File: config.mk
export PLATFORM = sky130hd
export DESIGN_NAME = wake_status_irq_unit
export DESIGN_NICKNAME = d
export VERILOG_FILES = /design/src/verilog/wake_pkg.sv /design/src/verilog/wake_status_irq_unit.sv /design/src/verilog/serial_link.sv /design/src/verilog/key_debounce.sv
export SDC_FILE = /design/constraint.sdc
export NUM_CORES = 1
export LEC_CHECK = 0
export ABC_AREA = 1
export BUFFER_PORTS_ARGS = -buffer_cell sky130_fd_sc_hd__buf_2
export CAP_MARGIN = 20
export CORE_MARGIN = 4
export CORE_UTILIZATION = 45
export DETAILED_ROUTE_END_ITERATION = 8
export PLACE_DENSITY = 0.61
export SETUP_SLACK_MARGIN = 0.2
export SYNTH_ARGS = -nofsm -noshare
export SYNTH_HDL_FRONTEND = slang
export SYNTH_SLANG_ARGS = --single-unit
File: constraint.sdc
create_clock -name MCLK -period 32.7 [get_ports MCLK]
set_input_delay 6.54 -clock MCLK [delete_from_list [all_inputs] [get_ports MCLK]]
set_output_delay 6.54 -clock MCLK [all_outputs]
set_load 0.03 [all_outputs]
File: src/verilog/wake_pkg.sv
package wake_pkg;

  localparam int MCLK_PERIOD_NS = 20;
  localparam int DCLK_PERIOD_NS = 320;
  localparam int DCLK_CYCLES =
    (DCLK_PERIOD_NS + MCLK_PERIOD_NS - 1) / MCLK_PERIOD_NS;
  localparam int DEBOUNCE_TICKS_DOC = 8195;
  localparam int DEB_CNT_W = 14;
  localparam int DIV_W = 8;

  localparam int NUM_CTRL = 8;
  localparam int BUF_DEPTH = 16;
  localparam int PTR_W = 4;
  localparam int CNT_W = 5;
  localparam int NUM_KEYS = 5;

  localparam logic [4:0] ADDR_CR1 = 5'h00;
  localparam logic [4:0] ADDR_CR3 = 5'h02;
  localparam logic [4:0] ADDR_STATUS = 5'h08;

  localparam int ST_KEY_LSB = 0;
  localparam int ST_POWER_ON = 5;
  localparam int ST_LOW_BATT = 6;
  localparam int ST_AUX = 7;
  localparam int CR3_EXT_SUPPLY = 2;
  localparam int CR3_CLK_OUT = 1;
  localparam int CR1_ANALOG_EN = 6;

  localparam logic [7:0] CTRL_RESET = 8'h00;
  localparam logic [7:0] STATUS_RESET = 8'h00;

  typedef enum logic [2:0]
  {
    CMD_RD_BUF = 3'b000,
    CMD_WR_BUF = 3'b001,
    CMD_RD_REG = 3'b010,
    CMD_WR_REG = 3'b011,
    CMD_OFF = 3'b100,
    CMD_DEL_IRQ = 3'b101,
    CMD_UNUSED6 = 3'b110,
    CMD_UNUSED7 = 3'b111
  } cmd_t;

  typedef enum logic [1:0]
  {
    MODE_OFF = 2'b00,
    MODE_IDLE = 2'b01,
    MODE_AUX = 2'b10
  } mode_t;

  typedef struct packed
  {
    logic cs;
    logic sck;
    logic sdi;
  } serial_pins_t;

  typedef struct packed
  {
    logic aux_ok;
    logic aux_over_main;
    logic external_supply_output_low;
    logic external_supply_output_recovered;
    logic digital_supply_ready;
    logic supply_good;
  } monitor_t;

endpackage

File: src/verilog/wake_status_irq_unit.sv
// Notes on behaviour
// - Interrupt on power-on or aux flag set, or debounced key event.
// - Status read clears power-on, aux flags and interrupt; low-battery only once recovered.
// - Key flag reads one when key pin is low, zero when high.
// - In active modes a key edge clears and starts the debounce counter.
// - At 8195 digital clock periods: update key flags, interrupt, stop.
// - Second edge on the same key before completion stops the counter.
// - Edge on another key before completion restarts the counter.
// - While debouncing, supply and clock-out enable bits read as one.
// - Interrupt cleared by status read or clear-interrupt command.
// - In OFF, a key held low wakes to IDLE, reset low, supplies on.
// - After key wake and digital supply ready, set key flag, interrupt.
// - Power-on wake edge sets its flag; only zero-to-one interrupts.
// - While power-on flag is one, supply and clock-out enables are one.
// - Wake input high never enters OFF; unused input is grounded.
// - Low-battery flag sets on low supply, clears on recovery plus read.
// - In OFF, aux supply high enters AUX, sets aux flag, interrupts.
// - Active aux edge sets aux flag; only zero-to-one interrupts.
// - Serial transfers are bytes, command first, MSB first.
// - While command shifts in, data buffer byte count shifts out.
// - Serial logic held in reset while chip select is low.
// - Buffer writes echo command and data; buffer reads pop bytes.
// - Command top three bits select type, low five give address.
// - Clear-interrupt command drives the interrupt output low.
`timescale 1ns/1ps
module wake_status_irq_unit
  import wake_pkg::*;
#(
  parameter int DEBOUNCE_TICKS = DEBOUNCE_TICKS_DOC
)
(
  input wire logic MCLK, // system clock, 50 MHz
  input wire logic RESET, // asynchronous reset, active high
  input wire serial_pins_t SERIAL, // chip select, serial clock, serial_in
  output logic SERIAL_OUT, // serial_out data
  output logic SERIAL_OUT_OE, // serial_out enable, high while driven
  input wire logic [NUM_KEYS-1:0] KEY, // key_input pins, low when pressed
  input wire logic WAKE, // wake_input pin
  input wire monitor_t MONITOR, // supply comparator levels
  output logic IRQ, // interrupt request, active high
  output logic RESET_OUT_N, // reset to host, active low
  output logic SUPPLY_EN, // internal supplies enabled
  output logic EXT_SUPPLY_EN, // ext_supply_enable
  output logic CLK_OUT_EN // clock output enable
);

  localparam logic [DIV_W-1:0] DIV_MAX = DIV_W'(DCLK_CYCLES - 1);

  typedef struct packed
  {
    mode_t mode;
    logic [1:0] wake_s;
    logic wake_d;
    monitor_t mon_s0;
    monitor_t mon_s1;
    logic aux_d;
    logic [7:0] status;
    logic irq;
    logic pend_key;
    logic pend_pwr;
    logic [NUM_CTRL-1:0][7:0] cr;
    logic [BUF_DEPTH-1:0][7:0] data_buf;
    logic [PTR_W-1:0] wr_ptr;
    logic [PTR_W-1:0] rd_ptr;
    logic [CNT_W-1:0] count;
    cmd_t cmd;
    logic [4:0] addr;
    logic tx_load;
    logic [7:0] tx_byte;
    logic [DIV_W-1:0] div;
    logic tick;
    logic sup_en;
    logic ext_en;
    logic clk_en;
    logic rst_n;
  } unit_state_t;

  unit_state_t s;
  unit_state_t next_s;

  logic [7:0] rx_byte;
  logic rx_done;
  logic byte_first;
  logic ser_start;
  logic [NUM_KEYS-1:0] key_level;
  logic deb_done;
  logic deb_running;

  serial_link u_link
  (
    .clk(MCLK),
    .reset(RESET),
    .pins(SERIAL),
    .tx_load(s.tx_load),
    .tx_byte(s.tx_byte),
    .rx_byte(rx_byte),
    .rx_done(rx_done),
    .byte_first(byte_first),
    .start(ser_start),
    .sdo(SERIAL_OUT),
    .sdo_oe(SERIAL_OUT_OE)
  );

  key_debounce #(.TICKS(DEBOUNCE_TICKS)) u_debounce
  (
    .clk(MCLK),
    .reset(RESET),
    .tick(s.tick),
    .keys(KEY),
    .level(key_level),
    .done(deb_done),
    .running(deb_running)
  );

  function automatic logic [7:0] reg_read(
    input logic [4:0] a,
    input logic [NUM_CTRL-1:0][7:0] cr,
    input logic [7:0] st,
    input logic force_on
  );
    logic [7:0] v;
    v = 8'h00;
    if (a == ADDR_STATUS)
      v = st;
    else if (a < 5'(NUM_CTRL))
    begin
      v = cr[a[2:0]];
      if (a == ADDR_CR3 && force_on)
      begin
        v[CR3_EXT_SUPPLY] = 1'b1;
        v[CR3_CLK_OUT] = 1'b1;
      end
    end
    return v;
  endfunction

  always_comb
  begin
    cmd_t cmd;
    logic [4:0] addr;
    logic wake_rise;
    logic aux_rise;
    logic force_on;
    logic digital_supply_ok;
    cmd = s.cmd;
    addr = s.addr;
    wake_rise = s.wake_s[1] & ~s.wake_d;
    aux_rise = s.mon_s1.aux_over_main & ~s.aux_d;
    force_on = deb_running | s.status[ST_POWER_ON];
    digital_supply_ok = s.mon_s1.digital_supply_ready;
    next_s = s;
    next_s.tx_load = 1'b0;
    next_s.wake_s = {s.wake_s[0], WAKE};
    next_s.wake_d = s.wake_s[1];
    next_s.mon_s0 = MONITOR;
    next_s.mon_s1 = s.mon_s0;
    next_s.aux_d = s.mon_s1.aux_over_main;
    next_s.tick = 1'b0;
    if (s.div == DIV_MAX)
    begin
      next_s.div = '0;
      next_s.tick = 1'b1;
    end
    else
      next_s.div = s.div + DIV_W'(1);

    // Serial side first, so that an event in the same cycle wins.
    if (ser_start)
    begin
      next_s.tx_byte = {3'h0, s.count};
      next_s.tx_load = 1'b1;
    end
    if (rx_done)
    begin
      if (byte_first)
      begin
        cmd = cmd_t'(rx_byte[7:5]);
        addr = rx_byte[4:0];
        next_s.cmd = cmd;
        next_s.addr = addr;
      end
      case (cmd)
        CMD_RD_REG:
        begin
          next_s.tx_byte = reg_read(addr, s.cr, s.status, force_on);
          next_s.tx_load = 1'b1;
          next_s.addr = addr + 5'h01;
          if (addr == ADDR_STATUS)
          begin
            next_s.status[ST_POWER_ON] = 1'b0;
            next_s.status[ST_AUX] = 1'b0;
            next_s.irq = 1'b0;
            if (s.mon_s1.external_supply_output_recovered)
              next_s.status[ST_LOW_BATT] = 1'b0;
          end
        end
        CMD_WR_REG:
        begin
          next_s.tx_byte = rx_byte;
          next_s.tx_load = 1'b1;
          if (!byte_first)
          begin
            if (addr < 5'(NUM_CTRL))
              next_s.cr[addr[2:0]] = rx_byte;
            next_s.addr = addr + 5'h01;
          end
        end
        CMD_RD_BUF:
        begin
          next_s.tx_byte = 8'h00;
          next_s.tx_load = 1'b1;
          if (s.count != '0)
          begin
            next_s.tx_byte = s.data_buf[s.rd_ptr];
            next_s.rd_ptr = s.rd_ptr + PTR_W'(1);
            next_s.count = s.count - CNT_W'(1);
          end
        end
        CMD_WR_BUF:
        begin
          next_s.tx_byte = rx_byte;
          next_s.tx_load = 1'b1;
          if (!byte_first && s.count != CNT_W'(BUF_DEPTH))
          begin
            next_s.data_buf[s.wr_ptr] = rx_byte;
            next_s.wr_ptr = s.wr_ptr + PTR_W'(1);
            next_s.count = s.count + CNT_W'(1);
          end
        end
        CMD_OFF:
        begin
          // Refused while wake is high or a key is held, so the wake
          // input can never be what puts the part to sleep.
          if (byte_first && !s.wake_s[1] && (&key_level) &&
              !s.cr[ADDR_CR1[2:0]][CR1_ANALOG_EN])
            next_s.mode = MODE_OFF;
        end
        CMD_DEL_IRQ:
        begin
          if (byte_first)
            next_s.irq = 1'b0;
        end
        default:
        begin
        end
      endcase
    end

    if (s.mon_s1.external_supply_output_low)
      next_s.status[ST_LOW_BATT] = 1'b1;

    if (s.mode == MODE_OFF)
    begin
      if (deb_done && !(&key_level))
      begin
        next_s.mode = MODE_IDLE;
        next_s.pend_key = 1'b1;
      end
      else if (wake_rise)
      begin
        next_s.mode = MODE_IDLE;
        next_s.pend_pwr = 1'b1;
      end
      else if (s.mon_s1.aux_ok)
      begin
        next_s.mode = MODE_AUX;
        next_s.status[ST_AUX] = 1'b1;
        next_s.irq = 1'b1;
      end
    end
    else
    begin
      if (deb_done)
      begin
        next_s.status[ST_KEY_LSB +: NUM_KEYS] = ~key_level;
        next_s.irq = 1'b1;
      end
      if (s.pend_key && digital_supply_ok)
      begin
        next_s.pend_key = 1'b0;
        next_s.status[ST_KEY_LSB +: NUM_KEYS] = ~key_level;
        next_s.irq = 1'b1;
      end
      if (s.pend_pwr && digital_supply_ok)
      begin
        next_s.pend_pwr = 1'b0;
        next_s.status[ST_POWER_ON] = 1'b1;
        next_s.irq = 1'b1;
      end
      if (wake_rise)
      begin
        next_s.status[ST_POWER_ON] = 1'b1;
        if (!s.status[ST_POWER_ON])
          next_s.irq = 1'b1;
      end
      if (aux_rise)
      begin
        next_s.status[ST_AUX] = 1'b1;
        if (!s.status[ST_AUX])
          next_s.irq = 1'b1;
      end
    end

    next_s.sup_en = (s.mode != MODE_OFF);
    next_s.rst_n = (s.mode != MODE_OFF) && s.mon_s1.supply_good;
    next_s.ext_en = s.cr[ADDR_CR3[2:0]][CR3_EXT_SUPPLY] | force_on;
    next_s.clk_en = s.cr[ADDR_CR3[2:0]][CR3_CLK_OUT] | force_on;
  end

  always_ff @(posedge MCLK or posedge RESET)
  begin
    if (RESET)
      s <= '{mode: MODE_IDLE, status: STATUS_RESET,
             cr: {NUM_CTRL{CTRL_RESET}}, cmd: CMD_RD_BUF, default: '0};
    else
      s <= next_s;
  end

  assign IRQ = s.irq;
  assign RESET_OUT_N = s.rst_n;
  assign SUPPLY_EN = s.sup_en;
  assign EXT_SUPPLY_EN = s.ext_en;
  assign CLK_OUT_EN = s.clk_en;

endmodule

File: src/verilog/serial_link.sv
`timescale 1ns/1ps
module serial_link
  import wake_pkg::*;
(
  input wire logic clk, // system clock
  input wire logic reset, // asynchronous reset, active high
  input wire serial_pins_t pins, // raw chip select, clock and data in
  input wire logic tx_load, // load tx_byte for shifting out
  input wire logic [7:0] tx_byte, // next byte to shift out
  output logic [7:0] rx_byte, // last byte received
  output logic rx_done, // pulse: a byte has been received
  output logic byte_first, // rx_byte is the command byte
  output logic start, // pulse: chip select went high
  output logic sdo, // serial data out
  output logic sdo_oe // serial data out enable
);

  typedef struct packed
  {
    logic [1:0] cs_s;
    logic [1:0] sck_s;
    logic [1:0] sdi_s;
    logic sck_d;
    logic [7:0] rx_sh;
    logic [2:0] bit_cnt;
    logic [7:0] tx_sh;
    logic first;
    logic done;
    logic active;
    logic start;
  } link_state_t;

  link_state_t s;
  link_state_t next_s;

  always_comb
  begin
    next_s = s;
    next_s.done = 1'b0;
    next_s.start = 1'b0;
    next_s.cs_s = {s.cs_s[0], pins.cs};
    next_s.sck_s = {s.sck_s[0], pins.sck};
    next_s.sdi_s = {s.sdi_s[0], pins.sdi};
    next_s.sck_d = s.sck_s[1];
    if (!s.cs_s[1])
    begin
      next_s.rx_sh = 8'h00;
      next_s.bit_cnt = 3'h0;
      next_s.tx_sh = 8'h00;
      next_s.first = 1'b1;
      next_s.active = 1'b0;
    end
    else
    begin
      if (!s.active)
      begin
        next_s.active = 1'b1;
        next_s.start = 1'b1;
      end
      if (s.sck_s[1] && !s.sck_d)
      begin
        next_s.rx_sh = {s.rx_sh[6:0], s.sdi_s[1]};
        next_s.bit_cnt = s.bit_cnt + 3'h1;
        if (s.bit_cnt == 3'h7)
          next_s.done = 1'b1;
      end
      // The falling edge after the eighth bit must not shift: the reply
      // byte has already been loaded and its first bit has to stay out.
      if (!s.sck_s[1] && s.sck_d && s.bit_cnt != 3'h0)
        next_s.tx_sh = {s.tx_sh[6:0], 1'b0};
      if (tx_load)
        next_s.tx_sh = tx_byte;
      if (s.done)
        next_s.first = 1'b0;
    end
  end

  always_ff @(posedge clk or posedge reset)
  begin
    if (reset)
      s <= '0;
    else
      s <= next_s;
  end

  assign rx_byte = s.rx_sh;
  assign rx_done = s.done;
  assign byte_first = s.first;
  assign start = s.start;
  assign sdo = s.tx_sh[7];
  assign sdo_oe = s.cs_s[1];

endmodule

File: src/verilog/key_debounce.sv
`timescale 1ns/1ps
module key_debounce
  import wake_pkg::*;
#(
  parameter int TICKS = DEBOUNCE_TICKS_DOC
)
(
  input wire logic clk, // system clock
  input wire logic reset, // asynchronous reset, active high
  input wire logic tick, // one digital clock period enable
  input wire logic [NUM_KEYS-1:0] keys, // raw key pins
  output logic [NUM_KEYS-1:0] level, // synchronised key levels
  output logic done, // pulse: debounce run completed
  output logic running // debounce counter is running
);

  typedef struct packed
  {
    logic [NUM_KEYS-1:0] k0;
    logic [NUM_KEYS-1:0] k1;
    logic [NUM_KEYS-1:0] kd;
    logic [DEB_CNT_W-1:0] cnt;
    logic [2:0] owner;
    logic running;
    logic done;
  } deb_state_t;

  deb_state_t s;
  deb_state_t next_s;

  function automatic logic [2:0] lowest(input logic [NUM_KEYS-1:0] v);
    logic [2:0] idx;
    idx = 3'h0;
    for (int i = NUM_KEYS - 1; i >= 0; i--)
      if (v[i])
        idx = 3'(i);
    return idx;
  endfunction

  always_comb
  begin
    logic [NUM_KEYS-1:0] edges;
    logic [NUM_KEYS-1:0] others;
    edges = s.k1 ^ s.kd;
    others = edges;
    next_s = s;
    next_s.k0 = keys;
    next_s.k1 = s.k0;
    next_s.kd = s.k1;
    next_s.done = 1'b0;
    if (s.running)
      others[s.owner] = 1'b0;
    if (|others)
    begin
      next_s.running = 1'b1;
      next_s.cnt = '0;
      next_s.owner = lowest(others);
    end
    else if (s.running && edges[s.owner])
      next_s.running = 1'b0;
    else if (s.running && tick)
    begin
      if (s.cnt == DEB_CNT_W'(TICKS - 1))
      begin
        next_s.running = 1'b0;
        next_s.done = 1'b1;
      end
      else
        next_s.cnt = s.cnt + DEB_CNT_W'(1);
    end
  end

  always_ff @(posedge clk or posedge reset)
  begin
    if (reset)
      s <= '{k0: '1, k1: '1, kd: '1, default: '0};
    else
      s <= next_s;
  end

  assign level = s.k1;
  assign done = s.done;
  assign running = s.running;

endmodule

==> results of run 1 <==
## logic make-up (layout without fill, tap and decap cells)
group           count (synthesis)  after routing
xor+xnor                       33             33
compound gates                314            314
fa+ha+maj                      18             18
buf+inv                       292            304
simple gates                  970            970
flops                         328            328
## metrics by stage
step / setup WS (ns) / cell area [µm²] / power (µW)
global route: 24.62 / 17520 / 892.1
finish: 24.74 / 17520 / 857.7
global placement: 24.33 / 16330 / 461.7
floorplan: 17.10 / 16030 / 452.0
detailed placement: 24.33 / 16330 / 462.3
CTS: 24.71 / 17520 / 868.1
## cells in the final DEF (no fill, tap or decap), types with 7 or more instances in the layout
| cell | netlist | routed |
|---|---|---|
| nand2_1 | 655 | 655 |
| dfrtp_1 | 312 | 311 |
| inv_1 | 183 | 181 |
| nand3_1 | 160 | 160 |
| o21ai_1 | 145 | 145 |
| nor2_1 | 83 | 83 |
| o21ai_0 | 74 | 74 |
| o21ai_2 | 40 | 40 |
| clkbuf_16 | 0 | 39 |
| xor2_1 | 28 | 28 |
| a21oi_1 | 26 | 26 |
| buf_2 | 21 | 23 |
| ha_1 | 17 | 17 |
| dfstp_2 | 16 | 16 |
| clkbuf_1 | 39 | 13 |
| buf_4 | 4 | 13 |
| nand2_2 | 12 | 12 |
| inv_2 | 11 | 12 |
| nand2_4 | 12 | 12 |
| o211ai_1 | 10 | 10 |
| o22ai_1 | 9 | 9 |
| nor3_1 | 7 | 7 |
| nand3b_1 | 7 | 7 |
| clkbuf_8 | 0 | 7 |
## where the power goes
part | total (µW) | switching, µW | internal (µW) | leakage (µW)
sequential | 418 | 4.94 | 413 | 0.00441
clock | 403 | 166 | 237 | 0.000584
combinational | 36.7 | 27.5 | 9.26 | 0.00323
total | 858 | 198 | 659 | 0.00822
## registers in the layout, indices dropped and copies added (netlist names), 4 cells and up
name,count
u_link.rx_byte,8
u_link.s,13
u_debounce.next_s,5
next_s,9
s,250
u_debounce.s,22
u_debounce.level,5
u_link.next_s,4
## layout make-up
| cell class | count | area share (%) |
|---|---|---|
| Clock buffer | 59 | 6.398 |
| Clock inverter | 8 | 0.3927 |
| Inverter | 201 | 4.392 |
| Multi-Input combinational cell | 1335 | 37.39 |
| Sequential cell | 328 | 46.97 |
| Tap cell | 455 | 3.249 |
| Timing Repair Buffer | 36 | 1.214 |
## worst paths after layout
| kind | start | end | slack, ns | cells after the start |
|---|---|---|---|---|
| max | u_link.sdo_oe | SERIAL_OUT_OE | 24.74 | 1 |
| min | next_s[247] | s[247] | 0.35 | 0 |
| max reg2reg | u_link.byte_first | s[15] | 29.38 | 10 |
| max in group asynchronous | RESET | s[35] | 24.98 | 3 |
| min in group asynchronous | RESET | s[159] | 6.17 | 2 |
| min reg2reg | next_s[247] | s[247] | 0.35 | 0 |
## per-layer routing
metal | up-vias | routed length, µm | share of wire (%) | track usage [%]
met5 | - | 0 | 0 | 0
met4 | 0 | 812 | 2.1 | 5.085
met3 | 57 | 1948 | 5.0 | 2.444
met2 | 265 | 17640 | 45 | 31.30
met1 | 6019 | 18500 | 48 | 31.05
li1 | 6191 | - | - | -
==> impl_metrics.ini, run 1 <==
[status]
status = finished clean

[synth]
ys_seq_elements = 328
syn_area_um2 = 16030
postSynthAreaPerCell_um2 = 8.199
synth_fa_ha_area_share_pct = 1.452
synth_nets = 1990
synth_cells = 1955
synth_top_family_by_area = simple AND/OR/NAND/NOR gates
ys_types = 47
synth.yosys.warnings = 0
synth_top_cell_area_share_pct = 48.71
yosysMostFrequentCell = nand2_1
ys_async_sr_fraction_pct = 100.0
synth_area_leader_cell = dfrtp_1
synth-edff-count = 0
yosys_most_used_dff = dfrtp_1
synthTopCellsByArea = dfrtp_1 (49%), nand2_1 (15%), nand3_1 (5.0%)
synth_commonest_cells = nand2_1 (655), dfrtp_1 (312), inv_1 (183)
synth_compound_area_share_pct = 11.16
synthMuxAreaShare_pct = 0
synth-simple-area-share_pct = 26.45
synth-xor-area-share_pct = 1.803
ys_seq_area_share_pct = 51.33

[placement]
hpwl_um = 24870
dp.cells = 2355
finalWeightedCongestion = 0.8810
port_buffers = 23

[routing]
via_count = 12532
via_per_inst = 5.174
ant_nets = 0
routed_wl_um = 38900
drc_errors = 0
dr.pass1.iters = 6
drt_iter0_drc = 977
wl_per_cell_um = 16.06

[layout]
utilization_pct = 50.35
fin_cells = 2422
fillCellCount = 3375
nets = 1975
layout-drive-gt1-share_pct = 10.78
multi_input_area_um2 = 6551
seqCellArea_um2 = 8229
diodes = 0
syn2layout_area_growth_pct = 9.312

[hold_path]
hold_path.class = reg2reg

[floorplanning]
ioPinCount = 24
core_area_um2 = 34800
dieWidth_um = 196.7
dieArea_um2 = 38700
row_count = 68
die_h_um = 196.7
start_util_pct = 46.06

[worst_setup_path]
start_kind = flip-flop
critPathKind = reg2out
critPathBufInv = 1
crit_slowest_cell = dfrtp_1
path_max_fanout = 16
crit_required_ns = 26.16
crit_chain = buf_2
crit_arrival_ns = 1.42
critPathCaptureType = primary output
slowest_delay_ns = 0.62
cp_top_family = flip-flops

[cts]
postCtsHoldBufs = 0
clk_path_buf_depth = 3
cts_resized = 0
clk_pin_slew_ns = 0.06
clockRootBuffer = clkbuf_16
postCtsSetupRepairBufs = 0
cts_buffers = 38
cts_tree = yes
cts_sinks = 328
htreeDepth = 2
worstSkewPairLatency_ns = 0.52

[sta]
finalHoldViolCount = 0
rsz0062_at_grt = false
max_freq_ghz = 0.1257
fin_hold_ws_ns = 0.3486
fin_tns_setup_ns = 0
tightestPinTransition_ns = 0.9834
slew_viol_final = 0
slew_headroom_pct = 34.44
fin_crit_ns = 7.958
setup_viol = 0
clock_skew_ns = 0.02141
period_share_pct = 24.34

[power]
ir_drop_mv = 0.04397
p_leak_uw = 0.008216
powerDensity_nw_per_um2 = 48.95

[global_route]
grt_pass1_wl_um = 64350
overflow = 0
grt_pass1_vias = 11824
grt_use_total_pct = 20.39
grt_start_max_net_pins = 106
grt_antenna_before_repair = 0

[job]
drv_cap = 0
Power figures use the tool's default switching activity.
==> inputs of run 2 (changes only) <==
clock period = 8 ns   (was 32.7 ns; I/O delays follow)
==> impl_metrics.ini, run 2 (synthesis gave the netlist of run 1 again) <==
[global_route]
grt_start_max_net_pins = 158
overflow = 0
grt_pass1_wl_um = 65490
grt_pass1_vias = 12156
grt_antenna_before_repair = 0
grt_use_total_pct = 20.56

[power]
ir_drop_mv = 0.1563
p_leak_uw = 0.008237
powerDensity_nw_per_um2 = 205.1

[worst_setup_path]
critPathKind = reg2reg
regToRegEndpoint = s[26]
critical_path_cell_count = 9
slowest_delay_ns = 0.78
cp_top_family = simple AND/OR/NAND/NOR gates
start_kind = flip-flop
ff2ff_setup_slack_ns = 4.63
crit_slowest_cell = dfrtp_1
critPathLaunch = u_link.byte_first
crit_required_ns = 8.41
critPathBufInv = 1
path_max_fanout = 52
critPathCaptureType = flip-flop
crit_arrival_ns = 3.78
endpoint = s[26]
r2r_cells = 9
crit_top_cell = nand2_1
rr_startpoint = u_link.byte_first
crit_chain = inv_1, nand2_1, nand2_2, ha_1, nand2_1, nor2_1, xor2_1, o21ai_0, a21oi_1

[floorplanning]
core_area_um2 = 34800
dieArea_um2 = 38700
dieWidth_um = 196.7
start_util_pct = 46.06
die_h_um = 196.7
row_count = 68
ioPinCount = 24

[routing]
via_count = 12409
via_per_inst = 5.121
drt_iter0_drc = 991
routed_wl_um = 38760
ant_nets = 0
drc_errors = 0
wl_per_cell_um = 16.00
dr.pass1.iters = 6

[layout]
final_cell_mix = nand2_1 (655), dfrtp_1 (311), inv_1 (181), nand3_1 (160), o21ai_1 (145)
largest_reg_flops = 250
syn2layout_area_growth_pct = 9.796
fin_area_um2 = 17600
regMostFlops = s
layout-drive-gt1-share_pct = 10.87
layout.cells.most_common = nand2_1
reg_top3 = s x250, u_debounce.s x22, u_link.s x13
diodes = 0
nets = 1974

[cts]
cts_tree = yes
clockRootBuffer = clkbuf_16
cts_buffers = 39
postCtsHoldBufs = 0
cts_resized = 0
postCtsSetupRepairBufs = 0
cts_sinks = 328
clk_pin_slew_ns = 0.06
worstSkewPairLatency_ns = 0.52
htreeDepth = 2
clk_path_buf_depth = 3

[placement]
finalWeightedCongestion = 0.9207
port_buffers = 23
placed_cell_area_um2 = 16330
hpwl_um = 24730

[job]
drv_cap = 0

[sta]
period_share_pct = 42.13
slew_headroom_pct = 28.72
finalHoldViolCount = 0
fin_tns_setup_ns = 0
max_freq_ghz = 0.2967
tightestPinTransition_ns = 1.068
rsz0062_at_grt = false
fin_crit_ns = 3.370
setup_viol = 0
slew_viol_final = 0
clock_skew_ns = 0.01732

[hold_path]
hold_path.class = reg2reg

[status]
status = finished clean
## run 2: changes by cell type in the layout (fill, tap and decap cells not counted), moves of 2 or more
cell        change
clkbuf_16       +2
clkbuf_1        -2
inv_8           -2
buf_4           -3
clkinvlp_4      +4
bufinv_16       +2
## run 2: how the worst min path moves through the flow
stage / slack [ns] / depth (start not counted) / from / end
2_1_floorplan: 0.33 / 0 / next_s[251] / next_s[246]
3_3_place_gp: 0.33 / 0 / next_s[251] / next_s[246]
3_5_place_dp: 0.33 / 0 / u_link.next_s[29] / u_link.sdo_oe
4_1_cts: 0.35 / 0 / u_link.next_s[29] / u_link.sdo_oe
5_1_grt: 0.35 / 0 / u_link.next_s[27] / u_link.next_s[23]
6_report: 0.35 / 0 / u_link.next_s[29] / u_link.sdo_oe
## run 2: metal layers
| layer | track usage, % | wire [µm] |
|---|---|---|
| met1 | 30.89 | 18510 |
| met2 | 31.69 | 17160 |
| met3 | 3.231 | 2286 |
| met4 | 4.725 | 799 |
| met5 | 0 | 0 |
## run 2: through the flow
stage / hold slack (ns) / util, % / power, µW / worst slack [ns] / std cells
2_1_floorplan: 0.3312 / - / 1848 / 2.034 / 1955
3_3_place_gp: 0.3318 / 46.92 / 1888 / 4.797 / 2353
3_5_place_dp: 0.3347 / 46.92 / 1892 / 4.647 / 2353
4_1_cts: 0.3470 / 50.58 / 3653 / 4.643 / 2423
5_1_grt: 0.3526 / 50.58 / 3757 / 4.374 / 2423
6_report: 0.3451 / 50.58 / 3609 / 4.630 / 2423
## run 2: where the power goes
| group | switching [µW] | leakage (µW) | internal, µW |
|---|---|---|---|
| Combinational | 115 | 0.00321 | 38.5 |
| Sequential | 21.2 | 0.00441 | 1690 |
| Clock | 687 | 0.000616 | 1060 |
## run 2: layout make-up
class | count | area (µm²)
clock buffer | 58 | 1150
clock inverter | 12 | 123.9
fill | 3342 | 17200
inverter | 201 | 765.7
multi-input combinational | 1335 | 6551
sequential | 328 | 8229
tap | 455 | 569.3
timing repair buffer | 34 | 210.2
==> inputs of run 3 (changes only) <==
PLACE_DENSITY = 0.64   (was 0.61)
clock period = 2.8 ns   (was 8 ns; I/O delays follow)
==> impl_metrics.ini, run 3 (synthesis gave the netlist of run 1 again) <==
[power]
power_uw = 10130
ir_drop_mv = 0.3360
seq_power_share_pct = 48.1
p_leak_uw = 0.008368
intPower_uw = 7794
powerDensity_nw_per_um2 = 569.1
p_sw_uw = 2337
switching_share_pct = 23.07
p_comb_share_pct = 4.6
p_clk_share_pct = 47.2

[hold_path]
hold_path.class = in2async

[global_route]
grt_antenna_before_repair = 0
overflow = 0
grt_pass1_wl_um = 66630
grt_start_max_net_pins = 121
grt_use_total_pct = 21.05
grt_pass1_vias = 12307

[floorplanning]
start_util_pct = 46.06
row_count = 68
dieWidth_um = 196.7
core_area_um2 = 34800
dieArea_um2 = 38700
die_h_um = 196.7
ioPinCount = 24

[worst_setup_path]
critPathKind = reg2reg
regToRegEndpoint = s[69]
crit_required_ns = 3.18
rr_startpoint = u_link.byte_first
ff2ff_setup_slack_ns = 0.41
path_max_fanout = 16
slowest_delay_ns = 0.45
start_kind = flip-flop
critPathCaptureType = flip-flop
crit_chain = inv_1, buf_4, nand2_1, o21ai_1, nor2_2, inv_4, nor2_8, nand2_8, inv_4, nand3_2, nand2_1, o21ai_1
crit_slowest_cell = dfrtp_1
r2r_cells = 12
crit_arrival_ns = 2.77
critPathLaunch = u_link.byte_first

[layout]
reg_top3 = s x250, u_debounce.s x22, u_link.s x13
regMostFlops = s
final_cell_mix = nand2_1 (655), dfrtp_1 (311), inv_1 (181), nand3_1 (159), o21ai_1 (145)
layout.cells.most_common = nand2_1
layout-drive-gt1-share_pct = 12.06
largest_reg_flops = 250
nets = 2000
fillCellCount = 3291
fin_cells = 2445
syn2layout_area_growth_pct = 11.05
diodes = 0

[sta]
clock_skew_ns = 0.02719
finalHoldViolCount = 0
max_freq_ghz = 0.4192
tightestPinTransition_ns = 0.8916
rsz0062_at_grt = true
fin_crit_ns = 2.386
period_share_pct = 85.21
setup_viol = 0
slew_viol_final = 0
slew_headroom_pct = 40.50
fin_hold_ws_ns = 0.01535

[cts]
htreeDepth = 2
cts_sinks = 328
cts_buffers = 37
worstSkewPairLatency_ns = 0.54
cts_resized = 0
postCtsSetupRepairBufs = 0
clk_path_buf_depth = 3
clockRootBuffer = clkbuf_16
clk_pin_slew_ns = 0.06
postCtsHoldBufs = 0
cts_tree = yes

[job]
drv_cap = 0

[routing]
wl_per_cell_um = 16.30
via_per_inst = 5.191
ant_nets = 0
routed_wl_um = 39840
dr.pass1.iters = 9
via_count = 12691
drc_errors = 1
drt_iter0_drc = 1107

[status]
status = finished, violations left
violations = DRC

[placement]
port_buffers = 23
finalWeightedCongestion = 0.9054
dp.cells = 2381
hpwl_um = 26170
==> run 3: changes by cell type in the layout (fill, tap and decap cells not counted), sizes merged <==
cell | before | now
inv | 197 | 198
buf | 34 | 62
clkinvlp | 4 | 3
bufinv | 2 | 3
clkbuf | 58 | 51
==> run 3: through the flow <==
| stage | TNS, ns | utilization [%] | setup slack, ns | area (µm²) |
|---|---|---|---|---|
| finish | 0 | 51.15 | 0.4142 | 17800 |
| global route | 0 | 51.15 | 0.1923 | 17800 |
| CTS | 0 | 51.09 | 0.4121 | 17780 |
| detailed placement | 0 | 47.70 | 0.4425 | 16600 |
| global placement | 0 | 47.70 | 0.5117 | 16600 |
| floorplan | -678.30 | - | -2.126 | 16030 |
==> run 3: per-layer routing <==
layer  routed length, µm  global-route usage, %
met5                   0                      0
met4                 926                  5.778
met3                2034                  3.282
met2               17940                  32.45
met1               18940                  31.20
==> run 3: area by class of cell <==
class | count | area, µm² | area share [%]
Inverter | 201 | 768.2 | 4.316
Timing Repair Buffer | 62 | 483.0 | 2.713
Sequential cell | 328 | 8229 | 46.23
Multi-Input combinational cell | 1335 | 6569 | 36.90
Tap cell | 455 | 569.3 | 3.198
Clock inverter | 13 | 152.6 | 0.8576
Clock buffer | 51 | 1028 | 5.778
==> run 3: power groups by stage <==
stage / logic (µW) / registers [µW] / clock network, µW
final: 466 / 4880 / 4790
after detailed placement: 473 / 4960 / 0
after floorplan: 324 / 4960 / 0
after global placement: 457 / 4960 / 0
after CTS: 478 / 4880 / 4880
after global routing: 542 / 4880 / 5100
==> run 3: how the worst max path moves through the flow <==
stage / to / depth (start not counted)
finish: s[69] / 12
floorplan: CLK_OUT_EN / 1
detailed placement: s[69] / 12
global placement: s[245] / 12
CTS: s[69] / 12
global route: s[67] / 12
==> run 3: critical path, delay by kind of cell (launching register included) <==
kind                   cells  cell delay, ns
and+or+nand+nor            6            0.96
buffers and inverters      4            0.66
DFF                        1            0.45
AOI/OAI and AO/OA          2            0.16
